[config.mk]
export PLATFORM = sky130hd
export DESIGN_NAME = rx_modem_config_regs
export DESIGN_NICKNAME = d
export VERILOG_FILES = /design/src/hdl/rx_modem_pkg.sv /design/src/hdl/rx_modem_config_regs.sv /design/src/hdl/sync_qualifier.sv
export VERILOG_INCLUDE_DIRS = /design/src /design/src/hdl
export SDC_FILE = /design/constraint.sdc
export NUM_CORES = 1
export LEC_CHECK = 0
export BUFFER_PORTS_ARGS = -buffer_cell sky130_fd_sc_hd__buf_4
export CAP_MARGIN = 0
export CORE_ASPECT_RATIO = 2
export CORE_MARGIN = 3
export CORE_UTILIZATION = 60
export DETAILED_ROUTE_END_ITERATION = 6
export GPL_TIMING_DRIVEN = 0
export PLACE_DENSITY = 0.84
export SYNTH_ARGS = -nofsm -noshare
export SYNTH_HDL_FRONTEND = slang
export SYNTH_HIERARCHICAL = 1
export SYNTH_SLANG_ARGS = --single-unit
[constraint.sdc]
create_clock -name clock_i -period 7.5 [get_ports clock_i]
set_input_delay 0 -clock clock_i [delete_from_list [all_inputs] [get_ports clock_i]]
set_output_delay 0 -clock clock_i [all_outputs]
set_load 0.005 [all_outputs]
[src/hdl/rx_modem_defines.svh]
// Offsets, field positions, reset values and rule summary for the modem configuration bank.
// How it works
// - Bit 7 of format register bypasses the DC blocking filter when set.
// - Bits 6:4 select 2-FSK, GFSK, OOK or 4-FSK; others reserved.
// - Bit 3 enables Manchester decoding; host keeps it clear in synchronous mode.
// - Sync qualifier 000 disables preamble and sync detection; 100 detects on carrier sense alone.
// - Qualifier 001 or 101 accepts 16-bit sync word with 15 matching bits.
// - Qualifier 010 or 110 needs all 16 sync bits matching.
// - Qualifier 011 or 111 uses doubled 32-bit sync word, 30 bits matching.
// - Qualifiers 100 to 111 also require carrier sense above threshold.
// - Spacing exponent in bits 1:0; bits 6:2 unused and read zero.
// - Spacing is crystal over 2^18 times (256 plus mantissa) times 2^exponent.
// - Receive frequency is base plus spacing times channel number.
// - Deviation exponent bits 6:4, mantissa bits 2:0; bits 7 and 3 unused.
// - Deviation settings are ignored when OOK is selected.
// - Channel number is an 8-bit unsigned value in its own register.
`ifndef RX_MODEM_DEFINES_SVH
`define RX_MODEM_DEFINES_SVH
`define ADDR_CHANNEL   6'h0A
`define ADDR_FORMAT    6'h12
`define ADDR_SPC_EXP   6'h13
`define ADDR_SPC_MANT  6'h14
`define ADDR_DEVIATION 6'h15
`define RST_CHANNEL    8'h00
`define RST_FORMAT     8'h02
`define RST_SPC_EXP    8'h02
`define RST_SPC_MANT   8'hF8
`define RST_DEVIATION  8'h47
`define MASK_SPC_EXP   8'h83
`define MASK_DEVIATION 8'h77
`define SPC_BASE       9'h100
`define SYNC16_MIN     6'h0F
`define SYNC32_MIN     6'h1E
`endif

[src/hdl/rx_modem_pkg.sv]
// Types shared by the modem configuration bank and its sync qualifier.
package rx_modem_pkg;
  typedef enum logic [2:0]
  {
    MOD_2FSK = 3'h0,
    MOD_GFSK = 3'h1,
    MOD_OOK  = 3'h3,
    MOD_4FSK = 3'h4
  } modulation_t;

  typedef struct packed
  {
    logic       dc_block_bypass;
    logic [2:0] modulation_select;
    logic       manchester_enable;
    logic [2:0] sync_mode;
  } format_t;

  typedef struct packed
  {
    logic [5:0] match_count;
    logic       detect;
  } sync_state_t;
endpackage : rx_modem_pkg

[src/hdl/rx_modem_config_regs.sv]
// Modem configuration register bank with derived demodulator controls.
`include "rx_modem_defines.svh"
module rx_modem_config_regs
(
  input  wire logic        clock_i,
  input  wire logic        nrst_i,
  input  wire logic        reg_write_i,
  input  wire logic        reg_read_i,
  input  wire logic [5:0]  reg_addr_i,
  input  wire logic [7:0]  reg_wdata_i,
  input  wire logic [21:0] base_frequency_i,
  input  wire logic [15:0] sync_word_i,
  input  wire logic [31:0] rx_bits_i,
  input  wire logic        carrier_sense_i,
  output logic [7:0]       reg_rdata_o,
  output logic             dc_block_bypass_o,
  output logic [2:0]       modulation_select_o,
  output logic             manchester_enable_o,
  output logic [2:0]       deviation_exponent_o,
  output logic [2:0]       deviation_mantissa_o,
  output logic             deviation_valid_o,
  output logic [31:0]      rx_frequency_o,
  output logic             sync_detect_o
);
  // ----------------------------------------------------------------
  // Register state
  // ----------------------------------------------------------------
  typedef struct packed
  {
    rx_modem_pkg::format_t format;
    logic [7:0]            spc_exp;
    logic [7:0]            spc_mant;
    logic [7:0]            deviation;
    logic [7:0]            channel_index;
    logic [7:0]            rdata;
    logic [31:0]           rx_frequency;
    logic                  deviation_valid;
  } bank_t;

  bank_t state;
  bank_t next_state;
  logic  detect;

  // Spacing in units of the crystal over 2^18, so the 2^18 divide is a fixed scale.
  function automatic logic [11:0] spacing(input logic [7:0] m, input logic [1:0] e);
    logic [11:0] s;
    s = {3'h0, (`SPC_BASE + {1'b0, m})};
    return s << e;
  endfunction : spacing

  always_comb
  begin
    next_state = state;
    if (reg_write_i)
    begin
      unique case (reg_addr_i)
        `ADDR_FORMAT:    next_state.format = reg_wdata_i;
        `ADDR_SPC_EXP:   next_state.spc_exp = reg_wdata_i & `MASK_SPC_EXP;
        `ADDR_SPC_MANT:  next_state.spc_mant = reg_wdata_i;
        `ADDR_DEVIATION: next_state.deviation = reg_wdata_i & `MASK_DEVIATION;
        `ADDR_CHANNEL:   next_state.channel_index = reg_wdata_i;
        default:         next_state.rdata = state.rdata;
      endcase
    end
    if (reg_read_i)
    begin
      unique case (reg_addr_i)
        `ADDR_FORMAT:    next_state.rdata = state.format;
        `ADDR_SPC_EXP:   next_state.rdata = state.spc_exp;
        `ADDR_SPC_MANT:  next_state.rdata = state.spc_mant;
        `ADDR_DEVIATION: next_state.rdata = state.deviation;
        `ADDR_CHANNEL:   next_state.rdata = state.channel_index;
        default:         next_state.rdata = 8'h00;
      endcase
    end
    // Registered beside the format field so the output comes from a flop in the same cycle.
    next_state.deviation_valid = next_state.format.modulation_select != rx_modem_pkg::MOD_OOK;
    // Frequency in crystal/2^18 units: base word is in crystal/2^16 units.
    next_state.rx_frequency = {8'h00, base_frequency_i, 2'h0}
      + ({20'h00000, spacing(state.spc_mant, state.spc_exp[1:0])}
      * {24'h000000, state.channel_index});
  end

  always_ff @(posedge clock_i)
  begin
    if (!nrst_i)
    begin
      state.format        <= `RST_FORMAT;
      state.spc_exp       <= `RST_SPC_EXP;
      state.spc_mant      <= `RST_SPC_MANT;
      state.deviation     <= `RST_DEVIATION;
      state.channel_index <= `RST_CHANNEL;
      state.rdata         <= 8'h00;
      state.rx_frequency  <= 32'h0000_0000;
      state.deviation_valid <= 1'b1;
    end
    else
    begin
      state <= next_state;
    end
  end

  // ----------------------------------------------------------------
  // Sync qualifier
  // ----------------------------------------------------------------
  sync_qualifier u_sync
  (
    .clock_i         (clock_i),
    .nrst_i          (nrst_i),
    .sync_mode_i     (state.format.sync_mode),
    .sync_word_i     (sync_word_i),
    .rx_bits_i       (rx_bits_i),
    .carrier_sense_i (carrier_sense_i),
    .detect_o        (detect)
  );

  // Outputs are taken from flip-flops; the detect flop lives in the qualifier.
  assign reg_rdata_o          = state.rdata;
  assign dc_block_bypass_o    = state.format.dc_block_bypass;
  assign modulation_select_o  = state.format.modulation_select;
  assign manchester_enable_o  = state.format.manchester_enable;
  assign deviation_exponent_o = state.deviation[6:4];
  assign deviation_mantissa_o = state.deviation[2:0];
  // Deviation has no effect with OOK.
  assign deviation_valid_o    = state.deviation_valid;
  assign rx_frequency_o       = state.rx_frequency;
  assign sync_detect_o        = detect;
endmodule : rx_modem_config_regs

[src/hdl/sync_qualifier.sv]
// Sync-word qualifier: counts matching bits and combines with carrier sense.
`include "rx_modem_defines.svh"
module sync_qualifier
(
  input  wire logic        clock_i,
  input  wire logic        nrst_i,
  input  wire logic [2:0]  sync_mode_i,
  input  wire logic [15:0] sync_word_i,
  input  wire logic [31:0] rx_bits_i,
  input  wire logic        carrier_sense_i,
  output logic             detect_o
);
  rx_modem_pkg::sync_state_t state;
  rx_modem_pkg::sync_state_t next_state;

  function automatic logic [5:0] ones32(input logic [31:0] v);
    logic [5:0] n;
    n = 6'h00;
    for (int i = 0; i < 32; i++)
    begin
      n = n + {5'h00, v[i]};
    end
    return n;
  endfunction : ones32

  always_comb
  begin
    logic hit;
    hit = 1'b0;
    next_state = state;
    unique case (sync_mode_i[1:0])
      2'h0:
      begin
        next_state.match_count = 6'h00;
        hit = 1'b1;
      end
      2'h1:
      begin
        next_state.match_count = ones32({16'h0000, ~(rx_bits_i[15:0] ^ sync_word_i)});
        hit = next_state.match_count >= `SYNC16_MIN;
      end
      2'h2:
      begin
        next_state.match_count = ones32({16'h0000, ~(rx_bits_i[15:0] ^ sync_word_i)});
        hit = next_state.match_count == 6'h10;
      end
      2'h3:
      begin
        next_state.match_count = ones32(~(rx_bits_i ^ {sync_word_i, sync_word_i}));
        hit = next_state.match_count >= `SYNC32_MIN;
      end
    endcase
    // Mode 0 has no detection at all; mode 4 is carrier sense alone.
    if (sync_mode_i == 3'h0)
    begin
      next_state.detect = 1'b0;
    end
    else
    begin
      next_state.detect = hit & (~sync_mode_i[2] | carrier_sense_i);
    end
  end

  always_ff @(posedge clock_i)
  begin
    if (!nrst_i)
    begin
      state <= '0;
    end
    else
    begin
      state <= next_state;
    end
  end

  assign detect_o = state.detect;
endmodule : sync_qualifier

* Yosys cells after proc, flatten, opt, wreduce, memory -nomap -nowiden
Cells that the tools add are included.
** Cells by class
- Add/subtract/negate cells :: 48
- Multiply operators :: 1
- $lt $le $gt $ge :: 2
- Equality and inequality tests :: 10
- Shifts and indexed selects :: 1
- Muxes and demuxes :: 9
- Bitwise gates (word level) :: 8
- Reduce and logical (&&, ||, !) cells :: 8
** Operator list (count)
- 6-bit by 1-bit adder with 6-bit output :: 44
- 47-bit two-way mux :: 1
- 8-bit one-hot mux with 5 select lines :: 1
- 8-bit two-way mux :: 4
- 32-bit inverter :: 1
- 32-bit bitwise XOR :: 1
- 6-bit by 5-bit == test with 1-bit output (second input constant) :: 5
- 24-bit by 20-bit adder with 25-bit output :: 1
- 12-bit by 8-bit multiplier with 20-bit output :: 1
- 16-bit inverter :: 1
- 16-bit bitwise XOR :: 1
- 7-bit two-way mux :: 2
- 9-bit by 2-bit left shift with 12-bit output :: 1
- 2-bit AND reduction :: 5
- 9-bit by 8-bit adder with 9-bit output (first input constant) :: 1
- 6-bit by 4-bit == test with 1-bit output (second input constant) :: 1
- 6-bit by 4-bit greater-or-equal comparator with 1-bit output (second input constant) :: 1
- 6-bit by 5-bit greater-or-equal comparator with 1-bit output (second input constant) :: 1
- 1-bit by 1-bit adder with 2-bit output :: 2
- 2-bit == test (second input constant) :: 2
- 1-bit one-hot mux with 4 select lines :: 1
- 3-bit zero test :: 1
- 3-bit by 2-bit inequality test with 1-bit output (second input constant) :: 1
- 2-bit by 1-bit == test with 1-bit output (second input constant) :: 1
- 5 further kinds :: 6
** Storage, ports and cells
- Register bits :: 75
- Output and inout bits :: 53
- Word-level logic and storage cells :: 99

* Longest topological paths before layout
- Depth after elaboration :: 36
- Mapped depth :: 19
- Gate-level depth less buffers :: 17

* Cells and area by module
The synthesis kept the hierarchy.
** Modules (own cells, without submodules)
- rx_modem_config_regs :: instances 1, cells each 819, area each 7020.5 um^2, sequential area each 1341.3 um^2
- sync_qualifier :: instances 1, cells each 146, area each 1423.9 um^2, sequential area each 20.0 um^2

* Worst setup path after synthesis
No wires, ideal clock.
- Path type :: reg2reg
- Start point :: reg state[65] (netlist name)
- End point :: reg state (netlist bit rx_frequency_o[19])
- Data arrival time :: 4.828 ns
- Required time :: 7.384 ns
- Slack :: 2.557 ns
- Cell stages (with the launch flop) :: 18
- Period minus slack after synthesis :: 4.943 ns
- Cell sequence :: dfxtp_1 -> clkbuf_1 -> buf_2 -> mux2i_1 -> nand2_1 -> fa_1 -> inv_1 -> fa_1 -> fa_1 -> inv_1 -> fa_1 -> inv_1 -> ha_1 -> a21oi_1 -> o211ai_1 -> a31o_2 -> or3_1 -> and3_1
** On the way
- Longest elaborated chain between the ends :: 3
** RTL lines
- start, declared :: line rx_modem_config_regs.sv:40 : bank_t state;
- start signal, assigned :: line rx_modem_config_regs.sv:99 : state <= next_state;
- 9-bit by 2-bit left shift with 12-bit output :: line rx_modem_config_regs.sv:48 : return s << e;
- 12-bit by 8-bit multiplier with 20-bit output :: line rx_modem_config_regs.sv:81 : * {24'h000000, state.channel_index});
- 24-bit by 20-bit adder with 25-bit output :: line rx_modem_config_regs.sv:80 : + ({20'h00000, spacing(state.spc_mant, state.spc_exp[1:0])}
Every way passes these cells.
A chain may end at the register's enable or synchronous reset.

* Worst setup path in the final report
- Start point :: reg state[65] (netlist name)
- End point :: reg state (netlist bit rx_frequency_o[24])
Same word-level chain as after synthesis.

==> impl_metrics.tcl <==
set metrics [dict create \
    irDropWorstVdd_v 0.000413 \
    ant_nets 0 \
    ios 142 \
    total_power_mw 2.26 \
    worst_ep_required_time_ns 7.73 \
    tightest_slew_ns 0.910 \
    regArea_um2 1360 \
    final_common_cell "buf_4" \
    cp-start-kind "flop" \
    setup_ws_ns 1.07 \
    routedWlPerCell_um 16.8 \
    min_period_over_period_pct 85.7 \
    slew_viol_final 0 \
    drt_iter0_drc 453 \
    pre_cts_ws_ns 1.74 \
    cp-end-kind "flop" \
    synthTopCellsByArea "fa_1 26%, dfxtp_1 16%, ha_1 7.9%" \
    grt_max_degree 14 \
    path_clk_slew_ns 0.07 \
    area_growth_pct 19.9 \
    grt_use_total_pct 29.3 \
    drc_errors 0 \
    finalSetupTns_ns 0 \
    synthFlopType "dfxtp_1" \
    routed_via_density 5.53 \
    synth.ff_latch_count 68 \
    drt_first_pass_iters 5 \
    numCtsBuffers 9 \
    synth-seq-area-share_pct 16.1 \
    hold_ws_ns 0.0810 \
    synth_warnings 6 \
    outcome "finished, final reports clean" \
    grt_pass1_vias 7839 \
    rsz0062_at_grt "false" \
    cap_viol_max_count 0 \
    nFillCells 1005 \
    cts_hold_buf 12 \
    drive_gt1_share_pct 20.2 \
    final_util_pct 74.5 \
    die_x_um 89.9 \
    synth_top_cell_by_area "fa_1" \
    start_util_pct 62.1 \
    cts_resized 0 \
    overflow 0 \
    fp.dieH_um 174 \
    crit_type "reg -> reg" \
    final-hold-violation-count 0 \
    syn-cell-area_um2 8440 \
    async_flop_share_pct 0 \
    antenna_found_initial 0 \
    rows 60 \
    yosysUniqueCellTypes 68 \
    layout.nets 1377 \
    relSlewSlack_pct 39.2 \
    cts_setup_buffers 0 \
    grt_pass1_wl_um 36400 \
    cp.arrival_ns 6.65 \
    layout_common_cells "183 x buf_4, 172 x inv_1, 108 x fa_1" \
    die_area_um2 15600 \
    post-dp-hpwl_um 18200 \
    cts_tree "done" \
    vias 7283 \
    synth.top_cell.area_share_pct 25.6 \
    multi_input_area_um2 5920 \
    synthCells 965 \
    power.density_nw_per_um2 223 \
    place_congestion 0.948 \
    timing.fmax_mhz 156 \
    cts_buffer_depth 2 \
    n_antenna_cell 0 \
    cts_num_sinks 68 \
    avgSynthCellArea_um2 8.75 \
    setup_violations 0 \
    numPortBuffers 133 \
    h-tree-depth 3 \
    synth_edf_count 0 \
    leakage_nw 5.11 \
    finalClockSkew_ns 0.0109 \
    core_um2 13600 \
    drt_wl_total_um 22200 \
    period_minus_slack_ns 6.43 \
    cp_max_fo 10 \
    cts_root_buffer "clkbuf_16" \
    rrSetupSlack_ns 1.07 \
    clk_latency_ns 0.34 \
    hold_path_class "in -> reg" \
]
[where the power goes]
group / internal (mW) / switching, mW / leakage (nW)
combinational: 0.672 / 0.769 / 4.40
sequential: 0.371 / 0.00360 / 0.555
clock: 0.270 / 0.177 / 0.153
[registers in the layout (all words and copies together) (netlist names)]
signal,count
rx_frequency_o,25
reg_rdata_o,8
dc_block_bypass_o,1
modulation_select_o,3
deviation_mantissa_o,3
deviation_valid_o,1
state,22
deviation_exponent_o,3
manchester_enable_o,1
u_sync/detect_o,1
[final timing paths]
| path | from | end | cells after the start |
|---|---|---|---|
| worst max register to register | state[65] | rx_frequency_o[24] | 17 |
| worst max-delay path | state[65] | rx_frequency_o[24] | 17 |
| worst min-delay path | reg_write_i | state[75] | 4 |
| worst min register to register | deviation_mantissa_o[2] | deviation_mantissa_o[2] | 2 |
[cells by family (layout without fill, tap and decap cells)]
logic type,count (synthesis),in the layout,synth area share [%]
flops,68,68,16.1
compound gates,115,115,9.93
simple gates,289,289,18.2
mux,31,31,3.76
buf+inv,257,418,14.0
xor+xnor,43,43,4.46
other cells,1,7,0.0444
fa+ha+maj,161,161,33.5
[cells in the mapped netlist, types with 2 or more instances]
master / number
clkbuf_1: 24
nor3b_1: 10
ha_1: 53
buf_2: 8
nand2b_1: 9
inv_1: 172
mux2_2: 2
nand3_1: 32
xnor2_1: 11
dfxtp_1: 68
a21oi_1: 21
a21boi_0: 22
nand2_1: 105
and3_1: 13
a222oi_1: 2
mux2i_1: 28
nor2_1: 12
a22oi_1: 4
buf_6: 3
a31o_2: 2
o21ai_1: 3
a211oi_2: 2
xor2_1: 32
buf_4: 50
nand4bb_1: 2
nor2b_1: 14
nor3_2: 2
nand4_1: 7
and2_1: 61
fa_1: 108
a21oi_2: 2
o211ai_1: 6
a221o_1: 5
o21ai_0: 16
nor3_1: 7
and3b_1: 3
a21o_1: 8
a31oi_1: 5
nand3b_1: 2
[per-stage QoR]
stage,cells,area (um^2)
finish,1318,10100
global route,1318,10100
CTS,1318,10100
detailed placement,1290,9700
global placement,1290,9700
floorplan,971,8470
[critical path, cell delays in order (launching register included)]
cell,delay (ns)
dfxtp_1,0.32
clkbuf_1,0.29
buf_2,0.32
mux2i_1,0.76
and2_1,0.26
fa_1,0.45
fa_1,0.54
fa_1,0.54
inv_1,0.05
fa_1,0.62
inv_1,0.06
ha_1,0.40
and3_1,0.22
a221oi_4,0.42
o21ai_2,0.15
a41oi_2,0.29
nor3b_1,0.09
dlygate4sd3_1,0.55
[layer usage]
| metal | GRT usage [%] | share of wire [%] |
|---|---|---|
| met1 | 26.6 | 31 |
| met4 | 22.4 | 8.1 |
| met2 | 56.8 | 56 |
| met5 | 0 | 0 |
| met3 | 4.08 | 5.4 |
[cell type report]
class / count / share of cell area (%)
multi-input cells: 646 / 58.5
repair buffers: 145 / 11.0
well taps: 186 / 2.30
inverters: 172 / 6.38
clock buffers: 10 / 2.36
flip-flops and latches: 68 / 13.4
plain buffers: 85 / 5.32
clock inverters: 6 / 0.692
No activity file was read; power rests on OpenSTA's default activity.
